<file path="src/common/dle_consts.vh">
`ifndef DLE_CONSTS_VH
`define DLE_CONSTS_VH

// register map of the configuration port
`define DLE_ADDR_W 12
`define DLE_ADDR_LATCH 12'h022
`define DLE_ADDR_ENABLE 12'h025
`define DLE_ADDR_LIVE 12'h026

// widths and reset values
`define DLE_DATA_W 8
`define DLE_LOOPS 3
`define DLE_EVT_W 6
`define DLE_LATCH_RST 6'h00
`define DLE_ENABLE_RST 6'h00
`define DLE_RDATA_RST 8'h00
`define DLE_RSVD_BITS 2'h0

// field positions: loop k holdover at 2k, lost lock at 2k+1
`define DLE_HOLD_POS(k) (2*(k))
`define DLE_UNLOCK_POS(k) (2*(k)+1)
`define DLE_LOOP0_HOLD 0
`define DLE_LOOP0_UNLOCK 1
`define DLE_LOOP1_HOLD 2
`define DLE_LOOP1_UNLOCK 3
`define DLE_LOOP2_HOLD 4
`define DLE_LOOP2_UNLOCK 5

`endif

</file>
<file path="src/rtl/dle_sticky_bit.v">
`timescale 1ns/100ps
module dle_sticky_bit (
    // clock and reset
    input wire clk_i,
    input wire rst_b_i,
    // set and clear strobes
    input wire set_i,
    input wire clr_i,
    // latched state
    output reg q_o
);

    // set outranks a clear in the same cycle so no event is lost
    always @(posedge clk_i or negedge rst_b_i) begin
        if (!rst_b_i) begin
            q_o <= 1'b0;
        end else begin
            q_o <= set_i | (q_o & ~clr_i);
        end
    end

endmodule // dle_sticky_bit

</file>
<file path="src/rtl/dle_event_latch.v">
`timescale 1ns/100ps
`include "dle_consts.vh"

// Notes on behaviour
// - enabled loss of lock sets odd bit
// - enabled holdover entry sets even bit
// - any latched event still enabled raises interrupt request
// - latched bits stay until software clears
// - live unlatched loop states readable separately
// - disabled events never latch nor interrupt
module dle_event_latch (
    // clock and reset
    input wire clk_i,
    input wire rst_b_i,
    // live indicators from the loop state machines, same clock
    input wire [`DLE_LOOPS-1:0] loop_locked_i,
    input wire [`DLE_LOOPS-1:0] loop_holdover_i,
    // configuration port
    input wire [`DLE_ADDR_W-1:0] reg_addr_i,
    input wire reg_wr_i,
    input wire reg_rd_i,
    input wire [`DLE_DATA_W-1:0] reg_wdata_i,
    output reg [`DLE_DATA_W-1:0] reg_rdata_o,
    // interrupt request
    output reg irq_o
);

    // edge history of the live indicators
    reg [`DLE_LOOPS-1:0] locked_d;
    reg [`DLE_LOOPS-1:0] holdover_d;

    // software-visible state
    reg [`DLE_EVT_W-1:0] enable;
    reg [`DLE_EVT_W-1:0] next_enable;
    wire [`DLE_EVT_W-1:0] latch;
    wire [`DLE_EVT_W-1:0] live;

    // events before and after the enable gate, and software clears
    wire [`DLE_EVT_W-1:0] event_raw;
    wire [`DLE_EVT_W-1:0] event_set;
    wire [`DLE_EVT_W-1:0] event_clr;
    wire [`DLE_EVT_W-1:0] clr_mask;
    wire [`DLE_EVT_W-1:0] pending;
    reg next_irq;

    // named fields of the event latch
    wire loop0_hold_event;
    wire loop0_unlock_event;
    wire loop1_hold_event;
    wire loop1_unlock_event;
    wire loop2_hold_event;
    wire loop2_unlock_event;

    // address decode of the configuration port
    wire sel_latch;
    wire sel_enable;
    wire sel_live;
    wire sel_any;
    wire wr_latch;
    wire wr_enable;
    wire rd_latch;
    wire rd_enable;
    wire rd_live;
    wire rd_unmapped;
    wire [`DLE_EVT_W-1:0] wdata_evt;

    // read views with the reserved bits 7:6 held at zero
    wire [`DLE_DATA_W-`DLE_EVT_W-1:0] rsvd_zero;
    wire [`DLE_DATA_W-1:0] latch_view;
    wire [`DLE_DATA_W-1:0] enable_view;
    wire [`DLE_DATA_W-1:0] live_view;
    reg [`DLE_DATA_W-1:0] next_rdata;

    assign sel_latch = (reg_addr_i == `DLE_ADDR_LATCH);
    assign sel_enable = (reg_addr_i == `DLE_ADDR_ENABLE);
    assign sel_live = (reg_addr_i == `DLE_ADDR_LIVE);
    assign sel_any = sel_latch | sel_enable | sel_live;

    // the live status register has no write path, so writes to it fall away
    assign wr_latch = reg_wr_i & sel_latch;
    assign wr_enable = reg_wr_i & sel_enable;
    assign wdata_evt = reg_wdata_i[`DLE_EVT_W-1:0];
    assign clr_mask = ~wdata_evt;

    // a read alongside a write returns the value from before the write
    assign rd_latch = reg_rd_i & sel_latch;
    assign rd_enable = reg_rd_i & sel_enable;
    assign rd_live = reg_rd_i & sel_live;
    assign rd_unmapped = reg_rd_i & ~sel_any;

    // reset to unlocked, so a loop still acquiring after
    // reset is not taken for a loss of lock
    always @(posedge clk_i or negedge rst_b_i) begin
        if (!rst_b_i) begin
            locked_d <= {`DLE_LOOPS{1'b0}};
        end else begin
            locked_d <= loop_locked_i;
        end
    end

    // a loop already in holdover at release is seen as an entry;
    // the enable register is clear then, so nothing latches
    always @(posedge clk_i or negedge rst_b_i) begin
        if (!rst_b_i) begin
            holdover_d <= {`DLE_LOOPS{1'b0}};
        end else begin
            holdover_d <= loop_holdover_i;
        end
    end

    always @* begin
        next_enable = enable;
        if (wr_enable) begin
            next_enable = wdata_evt;
        end
    end

    // a new enable gates later edges only, not one seen in the same cycle
    always @(posedge clk_i or negedge rst_b_i) begin
        if (!rst_b_i) begin
            enable <= `DLE_ENABLE_RST;
        end else begin
            enable <= next_enable;
        end
    end

    genvar k;
    generate
        for (k = 0; k < `DLE_LOOPS; k = k + 1) begin : g_loop
            wire unlock_edge;
            wire hold_entry;
            wire unlocked_now;
            wire holding_now;
            // loss of lock is the falling edge of the lock indicator
            assign unlock_edge = locked_d[k] & ~loop_locked_i[k];
            // holdover entry is the rising edge of the holdover indicator
            assign hold_entry = ~holdover_d[k] & loop_holdover_i[k];
            assign unlocked_now = ~loop_locked_i[k];
            assign holding_now = loop_holdover_i[k];
            // edges, not levels: a loop that stays unlocked does not
            // set its bit again once software has cleared it
            assign event_raw[`DLE_UNLOCK_POS(k)] = unlock_edge;
            assign event_raw[`DLE_HOLD_POS(k)] = hold_entry;
            assign live[`DLE_UNLOCK_POS(k)] = unlocked_now;
            assign live[`DLE_HOLD_POS(k)] = holding_now;
        end
    endgenerate

    generate
        for (k = 0; k < `DLE_EVT_W; k = k + 1) begin : g_bit
            // a masked event is dropped here and never reaches the latch
            assign event_set[k] = event_raw[k] & enable[k];
            // a zero written clears, a one leaves the bit alone
            assign event_clr[k] = wr_latch & clr_mask[k];
            // set outranks a clear in the same cycle so no event is lost
            dle_sticky_bit u_bit (
                .clk_i(clk_i),
                .rst_b_i(rst_b_i),
                .set_i(event_set[k]),
                .clr_i(event_clr[k]),
                .q_o(latch[k])
            );
        end
    endgenerate

    assign loop0_hold_event = latch[`DLE_LOOP0_HOLD];
    assign loop0_unlock_event = latch[`DLE_LOOP0_UNLOCK];
    assign loop1_hold_event = latch[`DLE_LOOP1_HOLD];
    assign loop1_unlock_event = latch[`DLE_LOOP1_UNLOCK];
    assign loop2_hold_event = latch[`DLE_LOOP2_HOLD];
    assign loop2_unlock_event = latch[`DLE_LOOP2_UNLOCK];

    // clearing an enable bit also masks a bit already latched
    assign pending = latch & enable;

    always @* begin
        next_irq = |pending;
    end

    // one cycle behind the latch, but straight from a flop
    always @(posedge clk_i or negedge rst_b_i) begin
        if (!rst_b_i) begin
            irq_o <= 1'b0;
        end else begin
            irq_o <= next_irq;
        end
    end

    assign rsvd_zero = `DLE_RSVD_BITS;
    assign latch_view = {
        rsvd_zero,
        loop2_unlock_event,
        loop2_hold_event,
        loop1_unlock_event,
        loop1_hold_event,
        loop0_unlock_event,
        loop0_hold_event
    };
    assign enable_view = {rsvd_zero, enable};
    assign live_view = {rsvd_zero, live};

    // unmapped addresses read zero; with no read the data holds
    always @* begin
        next_rdata = reg_rdata_o;
        if (rd_latch) begin
            next_rdata = latch_view;
        end else if (rd_enable) begin
            next_rdata = enable_view;
        end else if (rd_live) begin
            next_rdata = live_view;
        end else if (rd_unmapped) begin
            next_rdata = `DLE_RDATA_RST;
        end
    end

    // registered so the data stands until the next read
    always @(posedge clk_i or negedge rst_b_i) begin
        if (!rst_b_i) begin
            reg_rdata_o <= `DLE_RDATA_RST;
        end else begin
            reg_rdata_o <= next_rdata;
        end
    end

endmodule // dle_event_latch

</file>
<file path="config.mk">
export PLATFORM = sky130hd
export DESIGN_NAME = dle_event_latch
export DESIGN_NICKNAME = d
export VERILOG_FILES = /design/src/rtl/dle_sticky_bit.v /design/src/rtl/dle_event_latch.v
export VERILOG_INCLUDE_DIRS = /design/src /design/src/common
export SDC_FILE = /design/constraint.sdc
export NUM_CORES = 1
export LEC_CHECK = 0
export ABC_AREA = 1
export BUFFER_PORTS_ARGS = -buffer_cell sky130_fd_sc_hd__buf_2
export CORE_MARGIN = 1
export CORE_UTILIZATION = 50
export CTS_BUF_LIST = sky130_fd_sc_hd__clkbuf_4
export CTS_CLUSTER_DIAMETER = 80
export DETAILED_ROUTE_END_ITERATION = 12
export HOLD_SLACK_MARGIN = 0.05
export PLACE_DENSITY = 0.84
export REMOVE_ABC_BUFFERS = 1
export SETUP_SLACK_MARGIN = 0.4
export SYNTH_ARGS = -nofsm -noshare
export SYNTH_HDL_FRONTEND = slang
export SYNTH_SLANG_ARGS = --single-unit
</file>
<file path="constraint.sdc">
create_clock -name clk_i -period 2.44 [get_ports clk_i]
set_input_delay 0.122 -clock clk_i [delete_from_list [all_inputs] [get_ports clk_i]]
set_output_delay 0.122 -clock clk_i [all_outputs]
set_load 0.05 [all_outputs]
</file>
After elaboration in Yosys (flattened, before gate mapping)
Index checks and enable logic that the tools add are counted.
- eq/ne operators: 3
- muxes and demuxes: 4
- bitwise gates (word level): 53
- reduce and logical (&&, ||, !) cells: 2
- operators with widths (operator ; number):
    == test 12 x 6 -> 1 bit, second input constant ; 3
    2-to-1 mux 8 bit ; 4
    bitwise AND 1 bit ; 30
    inverter 1 bit ; 13
    OR 1 bit ; 8
    bitwise AND 6 bit ; 1
    inverter 6 bit ; 1
    OR reduction 6 bit ; 1
    nonzero test 4 bit ; 1
- register bits: 27
- input bits: 30
- output and inout port bits: 9

Logic depth before layout (Yosys ltp)
- word-level depth: 9
- gate-level depth with buffers: 9
- depth with buffers taken out: 9

Modules after synthesis
A second synthesis with hierarchy kept.
- cells, all modules: 158
- area total of the unflattened synthesis: 1268.7 sq um
- modules (own cells, without submodules) (module ; instances ; cells an instance ; area each (sq um)):
    dle_event_latch ; 1 ; 128 ; 1028.5
    dle_sticky_bit ; 6 ; 5 ; 40.0

Worst setup path after synthesis
OpenSTA, ideal clock, no wires.
- path kind: in2reg
- start: input port reg_addr_i[9]
- end: register enable[1]
- data arrival time: 0.855 ns
- slack: 1.468 ns
- stages: 7
- buffers on the path: 1
- cells stage by stage: nor2_1 nand2_2 nor2_8 nand4_4 buf_6 nand2_2 o21ai_2
- word-level cells in the longest chain between the ends: 2
- RTL lines (element ; line ; RTL):
    start, declared ; dle_event_latch.v:19 ; input wire [`DLE_ADDR_W-1:0] reg_addr_i,
    == test 12 x 6 -> 1 bit (no line) ; -- ;
    bitwise AND 1 bit ; dle_event_latch.v:81 ; assign wr_enable = reg_wr_i & sel_enable;
    end signal, assigned ; dle_event_latch.v:121 ; enable <= `DLE_ENABLE_RST;
    end signal, assigned ; dle_event_latch.v:123 ; enable <= next_enable;
    end, declared ; dle_event_latch.v:33 ; reg [`DLE_EVT_W-1:0] enable;
No other way between the ends.
A chain may end at the register's enable or synchronous reset.

Worst setup path in the final report
- start: register reg_rdata_o[1]
- end: output port reg_rdata_o[1]
- RTL lines (element ; line ; RTL):
    start, declared ; dle_event_latch.v:23 ; output reg [`DLE_DATA_W-1:0] reg_rdata_o,
    start signal, assigned ; dle_event_latch.v:219 ; reg_rdata_o <= `DLE_RDATA_RST;
    start signal, assigned ; dle_event_latch.v:221 ; reg_rdata_o <= next_rdata;
No word-level cell between the ends.

==> key figures <==
Route
  – Post-route DRC: 0
  – Average wire per standard cell: 13.91 microns
  – Total vias in the final route: 1,144
  – DRC violation total after the first TritonRoute iteration: 30
  – DRT Pass-1 Iters: 4
  – Met3 wire len: 185 microns
  – Routed wire length on met2: 1484 microns
  – Max layer used: met4
  – Vias/cell: between 5 and 6
  – Post-route antenna net violation count: 0
  – Final wirelength: 2949 microns
  – Metal-1 WL: 1152 microns

Hold path
  – Hold WC Path Type: in -> reg
  – Hold path startpoint: reg_wdata_i[0]

Power
  – PwrDens: 454.5 mW/mm^2
  – Sw power: ~180 uW
  – Clock Power Share: 0.281
  – Pint: 531.8 uW
  – Worst-case vdd ir drop: 0.3666 mV
  – Combinational share of power: 0.118
  – Leak: 0.0008361 uW
  – Sw frac: 0.2518
  – Reg power frac: 0.601

Layout
  – Area Overhead vs Synth: 24.63%
  – Area of the multi-input gates: between 500 and 600 sq um
  – Layout cells sized above 1: 0.3098
  – Nets@finish: 215
  – Fill cells: ~190
  – Register area: 625.6 sq um
  – Fin cells: about 210
  – N_diodes: 0

STA
  – Max_slew headroom: 0.6380
  – Setup-failing EPs final: 0
  – Max-slew violations: 0
  – Min Hold Slack: 0.06404 ns
  – Tcrit/Tclk final: 0.4541
  – Fin. Hold Viols: 0
  – Clk_skew: 0.01785 ns
  – RSZ-0062 raised after global routing: no
  – TNS Setup: 0 ns
  – Worst Tran Pin Value: 0.5431 ns
  – Max frequency: 902.5 MHz
  – Post-layout minimum cycle time: 1.108 ns

Clocking
  – Number of gates resized after CTS: 0
  – Clk Latency, worst-skew pair: 0.33 ns
  – CTS clock-pin slew for the worst setup and hold paths: 0.14 ns
  – Maximum clock insertion buffer count: 2
  – TritonCTS Buffers: 3
  – Hold buffers post-CTS: 11
  – CTS tree: done
  – Setup Fix Bufs, Post-CTS: 0
  – Clk Tree Root Cell: clkbuf_4
  – Sinks on Clock Net: 25
  – H-tree levels: 1

Placed design
  – PortBufs: 34
  – Global placement routability congestion: approximately 0.81
  – Dpl hpwl: 2100 microns
  – Placed cells: 197

Synthesis
  – Syn Inst Count: between 100 and 150
  – Post-synthesis cell area: 0.001255 sq mm
  – Seq cells post-synth: 25
  – Main synth FF type: dfrtp_1
  – Yosys cell types: 19
  – Seq/Total Area, Yosys: 0.4985
  – EDFF count, synth: 0
  – Async S/R FF share, synth: 1.000
  – Syn_area_per_cell: 8.964 sq um
  – Yosys warns: 0

Critical path
  – Critical path's top delay family: flip-flops
  – Type of the worst setup path: reg -> out
  – Slowest cell on crit path: dfrtp_1
  – Worst EP arrival: 0.99 ns
  – Max FO, Critical Path: 2
  – Critical Path Start Type: flop
  – Critical path required time: 2.32 ns
  – Crit end category: output pin
  – Largest stage delay on the critical path: 0.39 ns
  – Buf/Inv on CP: 1
  – Crit path launch: reg_rdata_o[1]
  – Critical-path cell list: buf_2
  – Reg2Reg Launch Point: enable[2]

Die
  – Io pins: 39
  – Die Y-Extent: 52.10 microns
  – Initial Utilization: 0.5463
  – Core Area: ~0.0023 sq mm
  – Chip Width: 52.10 microns
  – Die area: 0.002714 sq mm
  – FP Rows: 17

GRT
  – GRT Total Usage: 0.2578
  – Number of global-route vias before repair: around 1,200
  – Largest net degree at the start of global routing: 26
  – First-pass GRT wire length: 4974 microns
  – Grt total ovfl: 0
  – Antenna violations before repair: 0

Flow run
  – Maxcap violations: 0

Run status
  – Status: completed
[stage by stage]
| step | util | worst slack [ns] | area [sq um] | power, uW |
|---|---|---|---|---|
| final | 0.6808 | 1.332 | 1564 | 710.8 |
| after global routing | 0.6808 | 1.301 | 1564 | 744.5 |
| after CTS | 0.6808 | 1.318 | 1564 | 715.8 |
| after detailed placement | 0.6198 | 1.107 | 1424 | 505.4 |
| after global placement | 0.6198 | 1.190 | 1424 | 501.3 |
| after floorplan | - | 1.429 | 1219 | 463.3 |
[placed cells by master (no fill, tap or decap), drive strengths merged]
| master | count |
|---|---|
| a221oi | 1 |
| buf | 34 |
| clkbuf | 4 |
| conb | 2 |
| dfrtp | 25 |
| dlygate4sd3 | 11 |
| inv | 16 |
| nand2 | 41 |
| nand3 | 4 |
| nand3b | 3 |
| nand4 | 26 |
| nor2 | 11 |
| o21ai | 6 |
[registers in the layout, summed over array words and instances (netlist names)]
| register | cells |
|---|---|
| holdover_d | 3 |
| enable | 6 |
| g_bit.u_bit.q_o | 6 |
| irq_o | 1 |
| reg_rdata_o | 6 |
| locked_d | 3 |
[cell type report]
class	instances	share of cell area
clock buffers	4	0.01920
inverters	16	0.03840
multi-input cells	94	0.3408
flip-flops and latches	25	0.4000
well taps	28	0.02240
repair buffers	45	0.1792
[worst reg2reg max path, stage by stage, from the launching register on]
cell and delay [ns]:
dfrtp_1 0.45, nand2_1 0.08, nand2_1 0.05, a221oi_1 0.24, nand3_1 0.11
[Yosys cell counts (2+ instances only)]
cell type   n  area, sq um
buf_2       2        10.01
buf_4       2        15.01
dfrtp_1    25        625.6
inv_1      16        60.06
nand2_1    34        127.6
nand2_2     7        43.79
nand3_1     4        20.02
nand3b_1    3        22.52
nand4_1    25        156.4
nor2_1      6        22.52
nor2_2      3        18.77
o21ai_2     6        52.55
[final timing paths]
check	depth (start not counted)	endpoint	slack [ns]
setup / recovery	1	reg_rdata_o[1]	1.33
hold / removal	3	enable[0]	0.06
setup reg to reg	4	irq_o	1.37
hold reg to reg	2	g_bit[3].u_bit.q_o	0.48
max in group asynchronous	2	locked_d[1]	1.77
min in group asynchronous	2	g_bit[4].u_bit.q_o	0.29
[power groups by stage]
stage	Clock [uW]	Sequential, uW	Combinational, uW
2_1_floorplan	0	434	29.5
3_5_place_dp	0	435	70.6
6_report	200	427	83.8
5_1_grt	223	428	93.4
3_3_place_gp	0	435	66.8
4_1_cts	205	427	84.0
[per-layer routing]
layer / up-vias / GRT usage
met4: 0 / 0.1757
li1: 562 / -
met1: 522 / 0.2876
met3: 15 / 0.07018
met2: 45 / 0.4231
met5: - / 0
[logic make-up (layout without fill, tap and decap cells)]
kind of cell / after synthesis / in the layout / share of synthesized area
AND/OR/NAND/NOR: 85 / 85 / 0.3699
AO/OA/AOI/OAI: 7 / 7 / 0.04885
flip-flops: 25 / 25 / 0.4985
other: 1 / 2 / 0.002988
buffers and inverters: 22 / 65 / 0.07976
Power figures use the tool's default switching activity.
